### config.mk
export PLATFORM = sky130hd
export DESIGN_NAME = sdpc_top
export DESIGN_NICKNAME = d
export VERILOG_FILES = /design/src/core/sdpc_pkg.sv /design/src/core/sdpc_top.sv /design/src/core/sdpc_pdn_seq.sv
export SDC_FILE = /design/constraint.sdc
export NUM_CORES = 1
export LEC_CHECK = 0
export ABC_CLOCK_PERIOD_IN_PS = 2600
export BUFFER_PORTS_ARGS = -buffer_cell sky130_fd_sc_hd__buf_2
export CAP_MARGIN = 15
export CORE_MARGIN = 2
export CORE_UTILIZATION = 40
export DETAILED_ROUTE_END_ITERATION = 10
export PLACE_DENSITY_LB_ADDON = 0.05
export SETUP_SLACK_MARGIN = 0.3
export SLEW_MARGIN = 20
export SYNTH_ARGS = -nofsm -noshare
export SYNTH_HDL_FRONTEND = slang
export SYNTH_SLANG_ARGS = --single-unit
export TNS_END_PERCENT = 1
### constraint.sdc
create_clock -name i_clk -period 2.6 [get_ports i_clk]
set_clock_uncertainty 0.2 [all_clocks]
set_input_delay 0.52 -clock i_clk [delete_from_list [all_inputs] [get_ports i_clk]]
set_output_delay 0.52 -clock i_clk [all_outputs]
set_load 0.01 [all_outputs]
### src/core/sdpc_pkg.sv
/*
  Shared constants for the stereo DAC power and configuration registers:
  register offsets, field positions, reset values and the power-down settle time.
  Assumes a 100 MHz register clock.
*/
package sdpc_pkg;

  // Register addresses on the host register port
  localparam logic [6:0] PWR_CTRL_ADDR = 7'h05;
  localparam logic [6:0] VOL_RATE_ADDR = 7'h06;

  // Power control field positions
  localparam int CODEC_PDN_BIT = 15;
  localparam int DRV_SEL_BIT = 12;
  localparam int DAC_PDN_BIT = 10;
  localparam int VIRTUAL_GROUND_PDN_BIT = 8;
  localparam int PDN_DONE_BIT = 6;
  localparam int BASS_BIT = 1;
  localparam int DEEMPH_BIT = 0;

  // Read-only bits of the power control register and their fixed values
  localparam logic [15:0] PWR_RO_MASK = 16'h6AFC;
  localparam logic [15:0] PWR_RO_FIXED = 16'h2AA0;

  // Reset values of the writable power control bits and of the read-only done flag
  localparam logic PWR_CODEC_PDN_RST = 1'b1;
  localparam logic PWR_DRV_SEL_RST = 1'b0;
  localparam logic PWR_DAC_PDN_RST = 1'b1;
  localparam logic PWR_VIRTUAL_GROUND_PDN_RST = 1'b1;
  localparam logic PWR_BASS_RST = 1'b0;
  localparam logic PWR_DEEMPH_RST = 1'b0;
  localparam logic PWR_PDN_DONE_RST = 1'b1;

  // Volume link and rate field positions and reset values
  localparam int LINK_HI = 15;
  localparam int LINK_LO = 14;
  localparam int REF_RATE_BIT = 13;
  localparam logic [1:0] LINK_RST = 2'h0;
  localparam logic REF_RATE_RST = 1'b0;

  // Volume link codes
  localparam logic [1:0] LINK_INDEP = 2'h0;
  localparam logic [1:0] LINK_USE_RIGHT = 2'h1;
  localparam logic [1:0] LINK_USE_LEFT = 2'h2;

  // Time for the DAC to settle into power-down
  localparam int CLK_MHZ = 100;
  localparam int PDN_SETTLE_NS = 1000;
  localparam int PDN_SETTLE_CYC = (PDN_SETTLE_NS * CLK_MHZ + 999) / 1000;

endpackage

### src/core/sdpc_top.sv
/*
  Stereo DAC power control and volume link / reference rate registers.
  Assumes a word-level register port fed by the serial host port decoder on
  the same clock, and volume and rate-code values from neighbouring registers.
*/
`timescale 1ns/1ps
module sdpc_top #(
  parameter int SETTLE_CYC = sdpc_pkg::PDN_SETTLE_CYC,
  parameter int VOL_W = 7
) (
  // Clock, reset, enable
  input wire logic i_clk,
  input wire logic i_rst,
  input wire logic i_ce,
  // Register port
  input wire logic i_wr,
  input wire logic i_rd,
  input wire logic [6:0] i_addr,
  input wire logic [15:0] i_wdata,
  output logic [15:0] o_rdata,
  output logic o_rvalid,
  // Values from neighbouring registers
  input wire logic [VOL_W-1:0] i_left_vol,
  input wire logic [VOL_W-1:0] i_right_vol,
  input wire logic [5:0] i_rate_code,
  // Analog and filter controls
  output logic o_codec_pdn,
  output logic o_hp_drv_en,
  output logic o_dac_pdn,
  output logic o_virtual_ground_pdn,
  output logic o_bass_en,
  output logic o_deemph_en,
  output logic o_pdn_done,
  // Volume and rate
  output logic [VOL_W-1:0] o_left_vol,
  output logic [VOL_W-1:0] o_right_vol,
  output logic o_ref_44k1,
  output logic [2:0] o_rate_div
);

  logic codec_pdn_q;
  logic drv_sel_q;
  logic dac_pdn_q;
  logic virtual_ground_pdn_q;
  logic bass_q;
  logic deemph_q;
  logic [1:0] link_q;
  logic ref_rate_q;
  logic pdn_done;
  logic [15:0] rdata_q;
  logic rvalid_q;
  logic [VOL_W-1:0] left_q;
  logic [VOL_W-1:0] right_q;
  logic [2:0] div_q;
  logic [15:0] pwr_word;
  logic [15:0] rate_word;
  logic wr_pwr;
  logic wr_rate;

  // Codes outside the table fall back to divide-by-one
  function automatic logic [2:0] rate_divisor(input logic [5:0] code);
    case (code)
      6'h00: rate_divisor = 3'h1;
      6'h09: rate_divisor = 3'h2;
      6'h12: rate_divisor = 3'h2;
      6'h1B: rate_divisor = 3'h3;
      6'h24: rate_divisor = 3'h4;
      6'h2D: rate_divisor = 3'h5;
      6'h36: rate_divisor = 3'h6;
      6'h3F: rate_divisor = 3'h6;
      default: rate_divisor = 3'h1;
    endcase
  endfunction

  function automatic logic addr_hit(input logic [6:0] a, input logic [6:0] reg_addr);
    addr_hit = (a == reg_addr);
  endfunction

  assign wr_pwr = i_wr && addr_hit(i_addr, sdpc_pkg::PWR_CTRL_ADDR);
  assign wr_rate = i_wr && addr_hit(i_addr, sdpc_pkg::VOL_RATE_ADDR);

  assign o_codec_pdn = codec_pdn_q;
  assign o_hp_drv_en = drv_sel_q;
  assign o_dac_pdn = dac_pdn_q;
  assign o_virtual_ground_pdn = virtual_ground_pdn_q;
  assign o_bass_en = bass_q;
  assign o_deemph_en = deemph_q;
  assign o_pdn_done = pdn_done;
  assign o_left_vol = left_q;
  assign o_right_vol = right_q;
  assign o_ref_44k1 = ref_rate_q;
  assign o_rate_div = div_q;
  assign o_rdata = rdata_q;
  assign o_rvalid = rvalid_q;

  ////////////////////////////////////////////////////////////////////////////
  // Power control register: only the writable bits are stored
  always_ff @(posedge i_clk) begin
    if (i_rst) begin
      codec_pdn_q <= sdpc_pkg::PWR_CODEC_PDN_RST;
      drv_sel_q <= sdpc_pkg::PWR_DRV_SEL_RST;
      dac_pdn_q <= sdpc_pkg::PWR_DAC_PDN_RST;
      virtual_ground_pdn_q <= sdpc_pkg::PWR_VIRTUAL_GROUND_PDN_RST;
      bass_q <= sdpc_pkg::PWR_BASS_RST;
      deemph_q <= sdpc_pkg::PWR_DEEMPH_RST;
    end else if (i_ce && wr_pwr) begin
      codec_pdn_q <= i_wdata[sdpc_pkg::CODEC_PDN_BIT];
      drv_sel_q <= i_wdata[sdpc_pkg::DRV_SEL_BIT];
      dac_pdn_q <= i_wdata[sdpc_pkg::DAC_PDN_BIT];
      virtual_ground_pdn_q <= i_wdata[sdpc_pkg::VIRTUAL_GROUND_PDN_BIT];
      bass_q <= i_wdata[sdpc_pkg::BASS_BIT];
      deemph_q <= i_wdata[sdpc_pkg::DEEMPH_BIT];
    end
  end

  // Volume link and reference rate register
  always_ff @(posedge i_clk) begin
    if (i_rst) begin
      link_q <= sdpc_pkg::LINK_RST;
      ref_rate_q <= sdpc_pkg::REF_RATE_RST;
    end else if (i_ce && wr_rate) begin
      link_q <= i_wdata[sdpc_pkg::LINK_HI:sdpc_pkg::LINK_LO];
      ref_rate_q <= i_wdata[sdpc_pkg::REF_RATE_BIT];
    end
  end

  ////////////////////////////////////////////////////////////////////////////
  // The DAC counts as going down whenever the whole codec is down too
  sdpc_pdn_seq #(
    .SETTLE_CYC(SETTLE_CYC)
  ) u_pdn_seq (
    .i_clk(i_clk),
    .i_rst(i_rst),
    .i_ce(i_ce),
    .i_pdn_req(dac_pdn_q | codec_pdn_q),
    .o_done(pdn_done)
  );

  ////////////////////////////////////////////////////////////////////////////
  // Effective channel volumes, one cycle behind the inputs
  always_ff @(posedge i_clk) begin
    if (i_rst) begin
      left_q <= '0;
      right_q <= '0;
    end else if (i_ce) begin
      case (link_q)
        sdpc_pkg::LINK_USE_RIGHT: begin
          left_q <= i_right_vol;
          right_q <= i_right_vol;
        end
        sdpc_pkg::LINK_USE_LEFT: begin
          left_q <= i_left_vol;
          right_q <= i_left_vol;
        end
        default: begin
          left_q <= i_left_vol;
          right_q <= i_right_vol;
        end
      endcase
    end
  end

  // Divisor applied to the reference rate
  always_ff @(posedge i_clk) begin
    if (i_rst) begin
      div_q <= 3'h1;
    end else if (i_ce) begin
      div_q <= rate_divisor(i_rate_code);
    end
  end

  ////////////////////////////////////////////////////////////////////////////
  // Read-only bits read their fixed values, whatever was written, except the done bit, which reads the sequencer flag
  always_comb begin
    pwr_word = sdpc_pkg::PWR_RO_FIXED;
    pwr_word[sdpc_pkg::CODEC_PDN_BIT] = codec_pdn_q;
    pwr_word[sdpc_pkg::DRV_SEL_BIT] = drv_sel_q;
    pwr_word[sdpc_pkg::DAC_PDN_BIT] = dac_pdn_q;
    pwr_word[sdpc_pkg::VIRTUAL_GROUND_PDN_BIT] = virtual_ground_pdn_q;
    pwr_word[sdpc_pkg::PDN_DONE_BIT] = pdn_done;
    pwr_word[sdpc_pkg::BASS_BIT] = bass_q;
    pwr_word[sdpc_pkg::DEEMPH_BIT] = deemph_q;
    rate_word = 16'h0000;
    rate_word[sdpc_pkg::LINK_HI:sdpc_pkg::LINK_LO] = link_q;
    rate_word[sdpc_pkg::REF_RATE_BIT] = ref_rate_q;
  end

  // Unmapped addresses read as zero
  always_ff @(posedge i_clk) begin
    if (i_rst) begin
      rdata_q <= 16'h0000;
      rvalid_q <= 1'b0;
    end else if (i_ce) begin
      rvalid_q <= i_rd;
      if (i_rd) begin
        if (addr_hit(i_addr, sdpc_pkg::PWR_CTRL_ADDR)) begin
          rdata_q <= pwr_word;
        end else if (addr_hit(i_addr, sdpc_pkg::VOL_RATE_ADDR)) begin
          rdata_q <= rate_word;
        end else begin
          rdata_q <= 16'h0000;
        end
      end
    end
  end

  ////////////////////////////////////////////////////////////////////////////
  codec_write_a: assert property (@(posedge i_clk) disable iff (i_rst)
    (i_ce && wr_pwr) |=> o_codec_pdn == $past(i_wdata[15]))
    else $error("codec power-down bit not taken from write");

  drv_write_a: assert property (@(posedge i_clk) disable iff (i_rst)
    (i_ce && wr_pwr) |=> o_hp_drv_en == $past(i_wdata[12]) && o_virtual_ground_pdn == $past(i_wdata[8]))
    else $error("driver controls not taken from write");

  dac_write_a: assert property (@(posedge i_clk) disable iff (i_rst)
    (i_ce && wr_pwr) |=> o_dac_pdn == $past(i_wdata[10]))
    else $error("dac power-down bit not taken from write");

  filter_write_a: assert property (@(posedge i_clk) disable iff (i_rst)
    (i_ce && wr_pwr) |=> o_bass_en == $past(i_wdata[1]) && o_deemph_en == $past(i_wdata[0]))
    else $error("filter enables not taken from write");

  ro_readback_a: assert property (@(posedge i_clk) disable iff (i_rst)
    (i_ce && i_rd && i_addr == 7'h05) |=> (o_rdata & 16'h6ABC) == 16'h2AA0 && o_rdata[6] == $past(o_pdn_done))
    else $error("read-only bits of power register wrong");

  link_right_a: assert property (@(posedge i_clk) disable iff (i_rst)
    (i_ce && link_q == 2'h1) |=> o_left_vol == $past(i_right_vol) && o_right_vol == $past(i_right_vol))
    else $error("left channel not following right volume");

  link_left_a: assert property (@(posedge i_clk) disable iff (i_rst)
    (i_ce && link_q == 2'h2) |=> o_right_vol == $past(i_left_vol) && o_left_vol == $past(i_left_vol))
    else $error("right channel not following left volume");

  link_indep_a: assert property (@(posedge i_clk) disable iff (i_rst)
    (i_ce && link_q[0] == link_q[1]) |=> o_left_vol == $past(i_left_vol) && o_right_vol == $past(i_right_vol))
    else $error("volumes not independent");

  rate_div_a: assert property (@(posedge i_clk) disable iff (i_rst)
    (i_ce && i_rate_code == 6'h24) |=> o_rate_div == 3'h4)
    else $error("rate divisor wrong");

  ref_rate_a: assert property (@(posedge i_clk) disable iff (i_rst)
    (i_ce && wr_rate) |=> o_ref_44k1 == $past(i_wdata[13]))
    else $error("reference rate select not taken from write");

endmodule

### src/core/sdpc_pdn_seq.sv
/*
  DAC power-down sequencer: reports when a requested power-down has settled.
  Assumes the request comes from logic on the same clock.
*/
`timescale 1ns/1ps
module sdpc_pdn_seq #(
  parameter int SETTLE_CYC = sdpc_pkg::PDN_SETTLE_CYC
) (
  // Clock, reset, enable
  input wire logic i_clk,
  input wire logic i_rst,
  input wire logic i_ce,
  // Power-down request and completion
  input wire logic i_pdn_req,
  output logic o_done
);

  typedef enum logic [1:0] {
    SDPC_UP = 2'b00,
    SDPC_SETTLE = 2'b01,
    SDPC_DOWN = 2'b10
  } sdpc_state_t;

  sdpc_state_t state_q;
  logic [15:0] cnt_q;
  logic done_q;

  assign o_done = done_q;

  ////////////////////////////////////////////////////////////////////////////
  always_ff @(posedge i_clk) begin
    if (i_rst) begin
      state_q <= SDPC_DOWN;
      cnt_q <= 16'h0000;
      done_q <= sdpc_pkg::PWR_PDN_DONE_RST;
    end else if (i_ce) begin
      case (state_q)
        SDPC_UP: begin
          done_q <= 1'b0;
          cnt_q <= 16'h0000;
          if (i_pdn_req) begin
            state_q <= SDPC_SETTLE;
          end
        end
        SDPC_SETTLE: begin
          if (!i_pdn_req) begin
            state_q <= SDPC_UP;
          end else if (cnt_q == 16'(SETTLE_CYC - 1)) begin
            state_q <= SDPC_DOWN;
            done_q <= 1'b1;
          end else begin
            cnt_q <= cnt_q + 16'h0001;
          end
        end
        SDPC_DOWN: begin
          if (!i_pdn_req) begin
            state_q <= SDPC_UP;
            done_q <= 1'b0;
          end
        end
        default: begin
          state_q <= SDPC_DOWN;
          done_q <= 1'b1;
        end
      endcase
    end
  end

  ////////////////////////////////////////////////////////////////////////////
  // Flag drops the cycle after power-up is asked for
  done_drop_a: assert property (@(posedge i_clk) disable iff (i_rst)
    (i_ce && !i_pdn_req && state_q == SDPC_DOWN) |=> !o_done)
    else $error("done flag did not drop on power-up");

  // Flag never rises while power is requested on
  done_hold_a: assert property (@(posedge i_clk) disable iff (i_rst)
    ($rose(o_done) && !$past(i_rst)) |-> $past(i_pdn_req) && $past(state_q) == SDPC_SETTLE)
    else $error("done flag rose without a settled power-down");

endmodule

==> Word-level counts from Yosys, hierarchy flattened <==
Index checks and enable logic that the tools add are counted.
{ "op_classes": {"addsub": 1, "n_mul": 0, "n_div": 0, "magnitude_cmp": 0, "n_eq_ne": 20, "shift": 0, "n_mux": 17, "bitwise_logic": 1, "n_reduce_logical": 12} }
{ "ops": {"columns": ["op", "count"], "rows": [
  ["2-to-1 mux 16 bit", 4],
  ["case mux 16 bit (2 select lines)", 1],
  ["== test 6 bit, second input constant", 4],
  ["adder 16 x 1 -> 16 bit, second input constant", 1],
  ["== test 16 x 7 -> 1 bit, second input constant", 1],
  ["case mux 3 bit (5 select lines)", 1],
  ["== test 7 x 3 -> 1 bit, second input constant", 2],
  ["2-to-1 mux 7 bit", 2],
  ["== test 6 x 5 -> 1 bit, second input constant", 2],
  ["AND reduction 4 bit", 3],
  ["2-to-1 mux 2 bit", 4],
  ["== test 6 x 4 -> 1 bit, second input constant", 1],
  ["inequality test 2 x 1 -> 1 bit, second input constant", 3],
  ["case mux 2 bit (3 select lines)", 1],
  ["== test 2 x 1 -> 1 bit, second input constant", 2],
  ["== test 2 bit, second input constant", 2],
  ["logical AND 1 bit", 4],
  ["inequality test 2 bit, second input constant", 2],
  ["OR reduction 2 bit", 2],
  ["2-to-1 mux 1 bit", 3],
  ["inequality test 3 bit, second input constant", 1],
  ["case mux 1 bit (3 select lines)", 1],
  ["zero test 2 bit", 1],
  ["AND reduction 2 bit", 1],
  ["other kinds (2)", 2]
]} }
{ "totals": {"reg_bits": 62, "latchBits": 0, "ramBits": 0, "romBits": 0, "inputBits": 48, "out_inout_bits": 42, "word_cells": 67, "memories": 0} }

==> Depth between registers and ports, before layout <==
Gate-level depths: netlist of the first run.
{ "depth": {"depth_word": 4, "depth_mapped": 6, "depth_no_buf": 6} }

==> Modules after synthesis <==
Synthesis of the first run repeated with hierarchy kept, for this count alone.
{ "unflattened": {"hier_cells": 318, "area_unflattened_um2": 2810.2} }
{ "modules_own_cells": {"columns": ["mod", "n_inst", "cells_per_inst", "area_per_inst_um2", "seq_area_each_um2"], "rows": [
  ["sdpc_top", 1, 201, 1801.7, 740.7],
  ["sdpc_pdn_seq", 1, 117, 1008.5, 380.4]
]} }

==> Worst setup path before layout of the first run <==
Ideal clock, no wire load.
{ "synth_timing": {"kind": "input to register", "startpoint": "input port i_addr[5]", "endpoint": "register rdata_q[15] (netlist: o_rdata[15])", "setup_time_ns": 0.070, "arrival_time_ns": 1.640, "required_ns": 2.330, "slack_ns": 0.689, "stages": 5, "path_buffers": 0, "path_cell_list": "nor4b_1 or3b_1 nor2_4 a22oi_1 a21oi_1"} }
{ "synth_via": {"elab_chain_cells": 3, "word_cells_on_any_way": 4, "classes_between": "eq/ne: 2; mux: 2"} }
{ "synth_rtl": {"columns": ["item", "line", "source"], "rows": [
  ["from (decl)", "sdpc_top.sv:18", "input wire logic [6:0] i_addr,"],
  ["== test 7 x 3 -> 1 bit", "sdpc_top.sv:76", "addr_hit = (a == reg_addr);"],
  ["2-to-1 mux 16 bit", "sdpc_top.sv:198", "end else if (addr_hit(i_addr, sdpc_pkg::VOL_RATE_ADDR)) begin"],
  ["2-to-1 mux 16 bit (*)", "sdpc_top.sv:196", "if (addr_hit(i_addr, sdpc_pkg::PWR_CTRL_ADDR)) begin"],
  ["to (signal assigned)", "sdpc_top.sv:197", "rdata_q <= pwr_word;"],
  ["to (signal assigned)", "sdpc_top.sv:199", "rdata_q <= rate_word;"],
  ["to (decl)", "sdpc_top.sv:50", "logic [15:0] rdata_q;"]
]} }
Mark *: on every way between the ends. The rest lies on a longest branch, timed or not.
A chain may end at the register's enable or synchronous reset.

==> Final worst setup path of the first run <==
{ "layout_timing": {"startpoint": "register u_pdn_seq.cnt_q[0]", "endpoint": "register u_pdn_seq.cnt_q[14]"} }
{ "layout_via": {"elab_chain_cells": 4, "word_cells_on_any_way": 7, "classes_between": "add/sub: 1; eq/ne: 2; mux: 3; reduce/logical: 1"} }
{ "layout_rtl": {"columns": ["item", "line", "source"], "rows": [
  ["from (decl)", "sdpc_pdn_seq.sv:25", "logic [15:0] cnt_q;"],
  ["from (signal assigned)", "sdpc_pdn_seq.sv:52", "cnt_q <= cnt_q + 16'h0001;"],
  ["adder 16 x 1 -> 16 bit", "sdpc_pdn_seq.sv:52", null],
  ["2-to-1 mux 16 bit", "sdpc_pdn_seq.sv:48", "end else if (cnt_q == 16'(SETTLE_CYC - 1)) begin"],
  ["2-to-1 mux 16 bit", "sdpc_pdn_seq.sv:46", "if (!i_pdn_req) begin"],
  ["case mux 16 bit (2 select lines)", "sdpc_pdn_seq.sv:37", "case (state_q)"]
]} }
Several ways; a longest one is shown, not always the timed one. The select of a mux whose other input is x is not followed.

==> summary.txt, run 1 <==
Floorplan
  – I/O pin cnt: 90
  – Starting Density: 41.0%
  – DIE HEIGHT: 84.4 um
  – Width of the die: 84.4 um
  – Die area: roughly 7000 um2
  – Row cnt: 29
  – Core area: roughly 6300 um2

GRT
  – Largest net degree at the start of global routing: 43
  – Initial antenna violation count: 0
  – GR Overflow Total: 0
  – First-pass GRT wire length: 9.63 mm
  – GRT Overall Usage: 16.0%
  – Vias in the first global route: 2,165

Setup path
  – Crit path launch type: register
  – Worst endpoint data arrival time: 2070 ps
  – Worst Path Max Fanout: 8
  – Worst setup EP type: register
  – Critical setup path kind: reg -> reg
  – Crit. Startpoint: u_pdn_seq.cnt_q[0]
  – Critical Path, Cell by Cell: ha_1 > and4_1 > nand4_2 > and2_1 > nand3_1 > mux2_1
  – Register-to-Register Path Depth: 6
  – Critical Path RT: 2600 ps
  – CP max stage cell: dfxtp_1
  – Worst path max stage delay: roughly 370 ps
  – Reg2reg start: u_pdn_seq.cnt_q[0]

Clocking
  – Clock Sinks: 56
  – TritonCTS clock tree: built
  – Bufs on Longest Clock Path: 2
  – Clock latency on the worst-skew pair: 310 ps
  – Post CTS Setup Buffer Count: 0
  – Clock-pin slew on the worst setup and hold paths: 110 ps
  – H-tree levels: 2
  – CTS resizes: 0
  – Root Driver: clkbuf_8
  – Clock buffer count from CTS: 5
  – Hold_buf cts: 0

Synthesis
  – Ys async rst share: 0%
  – Mapped Area: 2590 um2
  – Sequential area share after synthesis: a little over two fifths
  – Post-Syn Instances: 286
  – Synth Warn #: 0
  – Synth area leader: dfxtp_1
  – Number of synthesized flops with an enable pin: 0
  – Synthesized flop and latch total: 56
  – Avg Inst Size Synth: 9.04 um2
  – Dominant synthesized flop cell: dfxtp_1
  – Synth top area cells: dfxtp_1 (43%), mux2i_1 (8.1%), nor2_1 (7.5%)
  – Distinct cells, synth: 43
  – Top cell type's share of synthesized area: 43.3%
  – Commonest cells in the netlist: dfxtp_1 (56), nor2_1 (52), mux2i_1 (21)
  – Most frequent cell after synthesis: dfxtp_1

Worst hold path
  – Hold path cells: 2
  – Worst min path class: in -> reg
  – Hold Crit Start: i_wdata[8]

Layout
  – # nets final: 407
  – Fin util: 49.2%
  – Fillers: 659
  – Layout area overhead: 20.2%
  – Non-Filler Instances: 436
  – Layout cells sized above 1: around 28%
  – Design Area, Final: 3110 um2
  – Antenna cells: 0

STA
  – RSZ-0062 raised after global routing: no
  – Hold WS: 204 ps
  – Setup Total Neg Slack: 0 ps
  – Minimum clock period: between 2000 and 2500 ps
  – Final Slew Violations: 0
  – Fmax: around 480 MHz
  – Final Cycle Share: 79.6%
  – Setup violators final: 0
  – Setup ws final: between 500 and 600 ps
  – Final hold vios: 0

Placement
  – Dpl cells: 428
  – IO buf count: 78
  – GPL Wtd Cong: 0.830
  – Final HPWL DP: 3.83 mm
  – Place WS: between 400 and 500 ps
  – Post-DP Area: roughly 3000 um2

Power
  – Total chip power: 1.50 mW
  – PwrDens: 482 nW/um2
  – Leak: 1.31 nW
  – Peak supply drop: 254 uV

Detailed routing
  – Wirelength per Cell: roughly 12 um
  – Routed Antenna Nets: 0
  – Vias per cell: 5.04
  – Overall routed net length: 5.37 mm
  – Via count: 2,199
  – First-pass DRT Iterations: 4
  – Post-route DRC: 0
  – Starting DRC count in detailed routing: about 120

Job
  – Max Cap Viol: 0

Status
  – Status: finished clean
kinds of logic after synthesis:
| kind of cell | after synthesis | synth area share (%) |
|---|---|---|
| AO/OA/AOI/OAI | 55 | 14.7 |
| XOR/XNOR | 10 | 3.39 |
| adder cells (fa/ha/maj) | 1 | 0.484 |
| buffers and inverters | 22 | 4.16 |
| flip-flops | 56 | 43.3 |
| multiplexers | 22 | 8.56 |
| other | 1 | 0.145 |
| AND/OR/NAND/NOR | 119 | 25.3 |
final timing paths:
check / end / slack, ps
setup / recovery: u_pdn_seq.cnt_q[14] / 530
hold / removal: o_virtual_ground_pdn / 200
setup reg to reg: u_pdn_seq.cnt_q[14] / 530
hold reg to reg: o_rvalid / 280
power breakdown:
group          switching (mW)  internal [mW]
registers             0.00869          0.875
clock network           0.287          0.192
logic                  0.0754         0.0606
total                   0.371           1.13
worst max-delay path: cells and delay by family, from the launching register on:
| family | cells | cell delay, ps |
|---|---|---|
| DFF | 1 | 370 |
| muxes | 1 | 310 |
| adders and majority gates | 1 | 250 |
| and+or+nand+nor | 4 | 830 |
registers in the layout, indices dropped and copies added (netlist names), 2 cells and up:
register           count
o_left_vol             7
o_right_vol            7
o_rdata               10
u_pdn_seq.cnt_q       16
link_q                 2
o_rate_div             3
u_pdn_seq.state_q      2
metal layers:
metal	global-route usage (%)	routed length (um)	share of wire, %	vias to the layer above
met4	4.62	50	0.93	0
met1	20.6	2580	48	988
met3	3.44	262	4.9	5
met2	27.1	2480	46	46
met5	0	0	0	-
li1	-	-	-	1160
final cells by class:
cell class	count	area, um2	share of cell area [%]
Sequential cell	56	1120	36.1
Clock inverter	3	21.3	0.684
Multi-Input combinational cell	210	1370	43.9
Clock buffer	5	68.8	2.21
Inverter	2	7.51	0.242
Tap cell	77	96.3	3.10
Timing Repair Buffer	83	428	13.8
layout by cell type, fill, tap and decap left out, types with 2 or more instances in the layout:
master,n
inv_1,2
nand2_1,13
a211oi_1,15
a22oi_1,9
nand3_1,5
conb_1,3
nand4_1,5
nand4b_1,2
nor2_4,2
or3_1,3
a21oi_1,12
xor2_1,8
xnor2_1,2
buf_2,78
o31ai_1,3
buf_4,5
and4_1,4
mux2i_1,21
nor2_1,52
clkbuf_8,5
nor2b_1,5
and3_1,5
a211o_1,3
dfxtp_1,56
nand2b_1,6
nor4b_1,2
nor4_2,4
o21ai_0,7
o21bai_1,2
and2_1,4
No activity file was read; power rests on OpenSTA's default activity.
==> run 2: changes to the inputs <==
--- a/config.mk
+++ b/config.mk
@@ -5,7 +5,8 @@
 export SDC_FILE = /design/constraint.sdc
 export NUM_CORES = 1
 export LEC_CHECK = 0
-export ABC_CLOCK_PERIOD_IN_PS = 2600
+export ABC_AREA = 1
+export ABC_CLOCK_PERIOD_IN_PS = 1700
 export BUFFER_PORTS_ARGS = -buffer_cell sky130_fd_sc_hd__buf_2
 export CAP_MARGIN = 15
 export CORE_MARGIN = 2
==> constraint.sdc (replaced) <==
create_clock -name i_clk -period 1.7 [get_ports i_clk]
set_clock_uncertainty 0.2 [all_clocks]
set_input_delay 0.34 -clock i_clk [delete_from_list [all_inputs] [get_ports i_clk]]
set_output_delay 0.34 -clock i_clk [all_outputs]
set_load 0.01 [all_outputs]
==> summary.txt, run 2 <==
Setup path
  – Worst endpoint data arrival time: 1690 ps (-380 ps)
  – Crit path launch type: register
  – Register-to-Register Path Depth: 9 (+3)
  – Worst path most repeated cell: nor2_2
  – Reg-to-reg slack, setup: 70 ps (-460 ps)
  – Critical Path, Cell by Cell: buf_4 > inv_1 > nor2_2 > nand2_1 > o21ai_0 > nand3_1 > nor2_4 > nor2_2 > nor2_1
  – Worst path max stage delay: 380 ps (about the same)
  – Worst setup EP type: register
  – Worst R2R End: u_pdn_seq.cnt_q[15]
  – CP endpoint: u_pdn_seq.cnt_q[15]
  – Critical setup path kind: reg -> reg
  – Reg2reg start: u_pdn_seq.cnt_q[0]
  – Worst Path Max Fanout: 3 (-5)
  – CP max stage cell: dfxtp_4
  – Critical Path RT: 1760 ps (-840 ps)
  – Crit. Startpoint: u_pdn_seq.cnt_q[0]

Floorplan
  – Starting Density: 40.9% (-0.097 points)
  – Die area: 7990 um2 (+12%)
  – Row cnt: 31 (+6.9%)
  – I/O pin cnt: 90 (unchanged)
  – DIE HEIGHT: 89.4 um (+5.9%)
  – Core area: 7140 um2 (+13%)
  – Width of the die: 89.4 um (+5.9%)

Synthesis
  – Ys async rst share: 0% (unchanged)
  – Top cell type's share of synthesized area: 38.4% (-4.9 points)
  – Distinct cells, synth: 26 (-40%)
  – Synth area leader: dfxtp_1
  – Synth top area cells: dfxtp_1 (38%), nand2_1 (13%), nor2_1 (9.8%)
  – Synthesized flop and latch total: 56 (unchanged)
  – Sequential area share after synthesis: 38.4% (-4.9 points)
  – Number of synthesized flops with an enable pin: 0 (unchanged)
  – Synth Warn #: 0 (unchanged)
  – Mapped Area: 2920 um2 (+13%)
  – Most frequent cell after synthesis: nand2_1
  – Avg Inst Size Synth: 6.50 um2 (-28%)
  – Post-Syn Instances: 449 (+57%)
  – Commonest cells in the netlist: nand2_1 (102), nor2_1 (76), dfxtp_1 (56)
  – Dominant synthesized flop cell: dfxtp_1

Placement
  – IO buf count: 78 (unchanged)
  – Place WS: 2.71 ps (-433 ps)
  – Dpl cells: 633 (+48%)
  – Post-DP Area: 3590 um2 (+19%)
  – GPL Wtd Cong: 0.900 (+8.4%)
  – Final HPWL DP: 5.71 mm (+49%)

Detailed routing
  – Vias per cell: 4.82 (-4.5%)
  – Post-route DRC: 0 (unchanged)
  – Starting DRC count in detailed routing: 112 (-5.9%)
  – Wirelength per Cell: 11.7 um (-4.6%)
  – Overall routed net length: 7.63 mm (+42%)
  – Via count: 3,127 (+42%)
  – First-pass DRT Iterations: 5 (+1)
  – Routed Antenna Nets: 0 (unchanged)

Clocking
  – Clock latency on the worst-skew pair: 320 ps (about the same)
  – H-tree levels: 2 (unchanged)
  – Clock buffer count from CTS: 5 (unchanged)
  – Clock-pin slew on the worst setup and hold paths: 110 ps (about the same)
  – Bufs on Longest Clock Path: 2 (unchanged)
  – Hold_buf cts: 0 (unchanged)
  – Clock Sinks: 56 (unchanged)
  – TritonCTS clock tree: built
  – Root Driver: clkbuf_8

GRT
  – GR Overflow Total: 0 (unchanged)
  – Vias in the first global route: 2,732 (+26%)
  – Largest net degree at the start of global routing: 35 (-19%)
  – Initial antenna violation count: 0 (unchanged)
  – Grt met3 use: 3.97% (+0.53 points)
  – First-pass GRT wire length: 12.2 mm (+27%)
  – Grt met1 use: 25.7% (+5.0 points)
  – GR peak layer: met2
  – Met2 usage: 30.6% (+3.6 points)
  – GRT Overall Usage: 19.1% (+3.1 points)

STA
  – Setup violators final: 0 (unchanged)
  – Setup Total Neg Slack: 0 ps (unchanged)
  – RSZ-0062 raised after global routing: yes
  – Fmax: 613 MHz (+27%)
  – Minimum clock period: 1630 ps (-438 ps)
  – Final hold vios: 0 (unchanged)
  – Final Slew Violations: 0 (unchanged)
  – Setup ws final: 68.9 ps (-462 ps)
  – Final Cycle Share: 95.9% (+16 points)

Layout
  – # nets final: 598 (+47%)
  – Layout cells sized above 1: 29.3% (+0.86 points)
  – Largest reg by FF count: u_pdn_seq.cnt_q
  – Fillers: 760 (+15%)
  – Max reg flops: 16 (unchanged)
  – Non-Filler Instances: 649 (+49%)
  – Most frequent cells in the layout: nand2_1 (101), buf_2 (78), nor2_1 (62)
  – Antenna cells: 0 (unchanged)
  – Fin util: 53.9% (+4.6 points)
  – Commonest non-fill, non-tap cell in the layout: nand2_1
  – Layout area overhead: 31.8%
  – Design Area, Final: 3840 um2 (+24%)

Status
  – Status: finished clean

Power
  – Peak supply drop: 380 uV (+49%)
  – PwrDens: 616 nW/um2 (+28%)
  – Leak: 1.81 nW (+38%)

Worst hold path
  – Worst min path class: in -> reg

Job
  – Max Cap Viol: 0 (unchanged)
-- run 2: changes by cell type in the layout (fill, tap and decap cells not counted), moves of 10 or more --
| cell | change |
|---|---|
| a21oi_1 | +16 |
| buf_4 | +24 |
| inv_1 | +52 |
| nor2_1 | +10 |
| nand3_1 | +44 |
| a211oi_1 | -15 |
| dfxtp_1 | -14 |
| o211ai_1 | +14 |
| nand2_1 | +88 |
| mux2i_1 | -21 |
-- run 2: logic make-up (layout without fill, tap and decap cells) --
family          after synthesis  after routing  synth area share [%]
other cells                   1              3                 0.129
fa+ha+maj                     1              1                 0.429
flops                        56             56                  38.4
compound gates               63             63                  13.0
simple gates                250            250                  36.5
xor+xnor                      2              2                 0.601
buf+inv                      76            175                  10.9
-- run 2: power by group --
part	total [mW]	internal (mW)	switching (mW)
Combinational	0.239	0.103	0.136
Clock	0.780	0.304	0.476
Sequential	1.35	1.33	0.0148
-- run 2: final cells by class --
type / count / area [um2] / area share, %
tap: 99 / 124 / 3.22
clock inverter: 3 / 27.5 / 0.716
multi-input combinational: 319 / 1600 / 41.6
sequential: 56 / 1150 / 29.9
timing repair buffer: 110 / 659 / 17.2
clock buffer: 5 / 68.8 / 1.79
inverter: 57 / 214 / 5.57
-- run 2: worst max-delay path, delay by kind of cell, from the launching register on --
kind	cells	cell delay, ps
buffers and inverters	2	160
AOI/OAI and AO/OA	1	190
DFF	1	380
and+or+nand+nor	6	660
-- run 2: routing by layer --
metal  part of all wire (%)  vias to the layer above
li1                       -                     1644
met1                     46                     1388
met2                     47                       88
met3                    5.6                        7
met4                   0.97                        0
met5                      0                        -
-- run 2: repair_timing --
item,4_1_cts,5_1_grt
resized for setup,6,29
setup endpoints to repair,23,39
setup buffers,5,3
pin swaps,6,11
-- run 2: stage by stage --
step	hold slack (ps)	total power, mW
2_1_floorplan	239	1.51
3_3_place_gp	247	1.62
3_5_place_dp	249	1.62
4_1_cts	28.2	2.41
5_1_grt	31.2	2.48
6_report	34.0	2.37
-- run 2: worst min path at each step --
stage / startpoint / to / slack (ps) / cells after the start
after CTS: i_wdata[8] / o_virtual_ground_pdn / 30 / 3
after floorplan: i_rst / o_codec_pdn / 240 / 2
after detailed placement: o_rvalid / o_rvalid / 250 / 2
after global placement: o_rvalid / o_rvalid / 250 / 2
final: i_wdata[10] / o_dac_pdn / 30 / 3
after global routing: i_wdata[1] / o_bass_en / 30 / 3
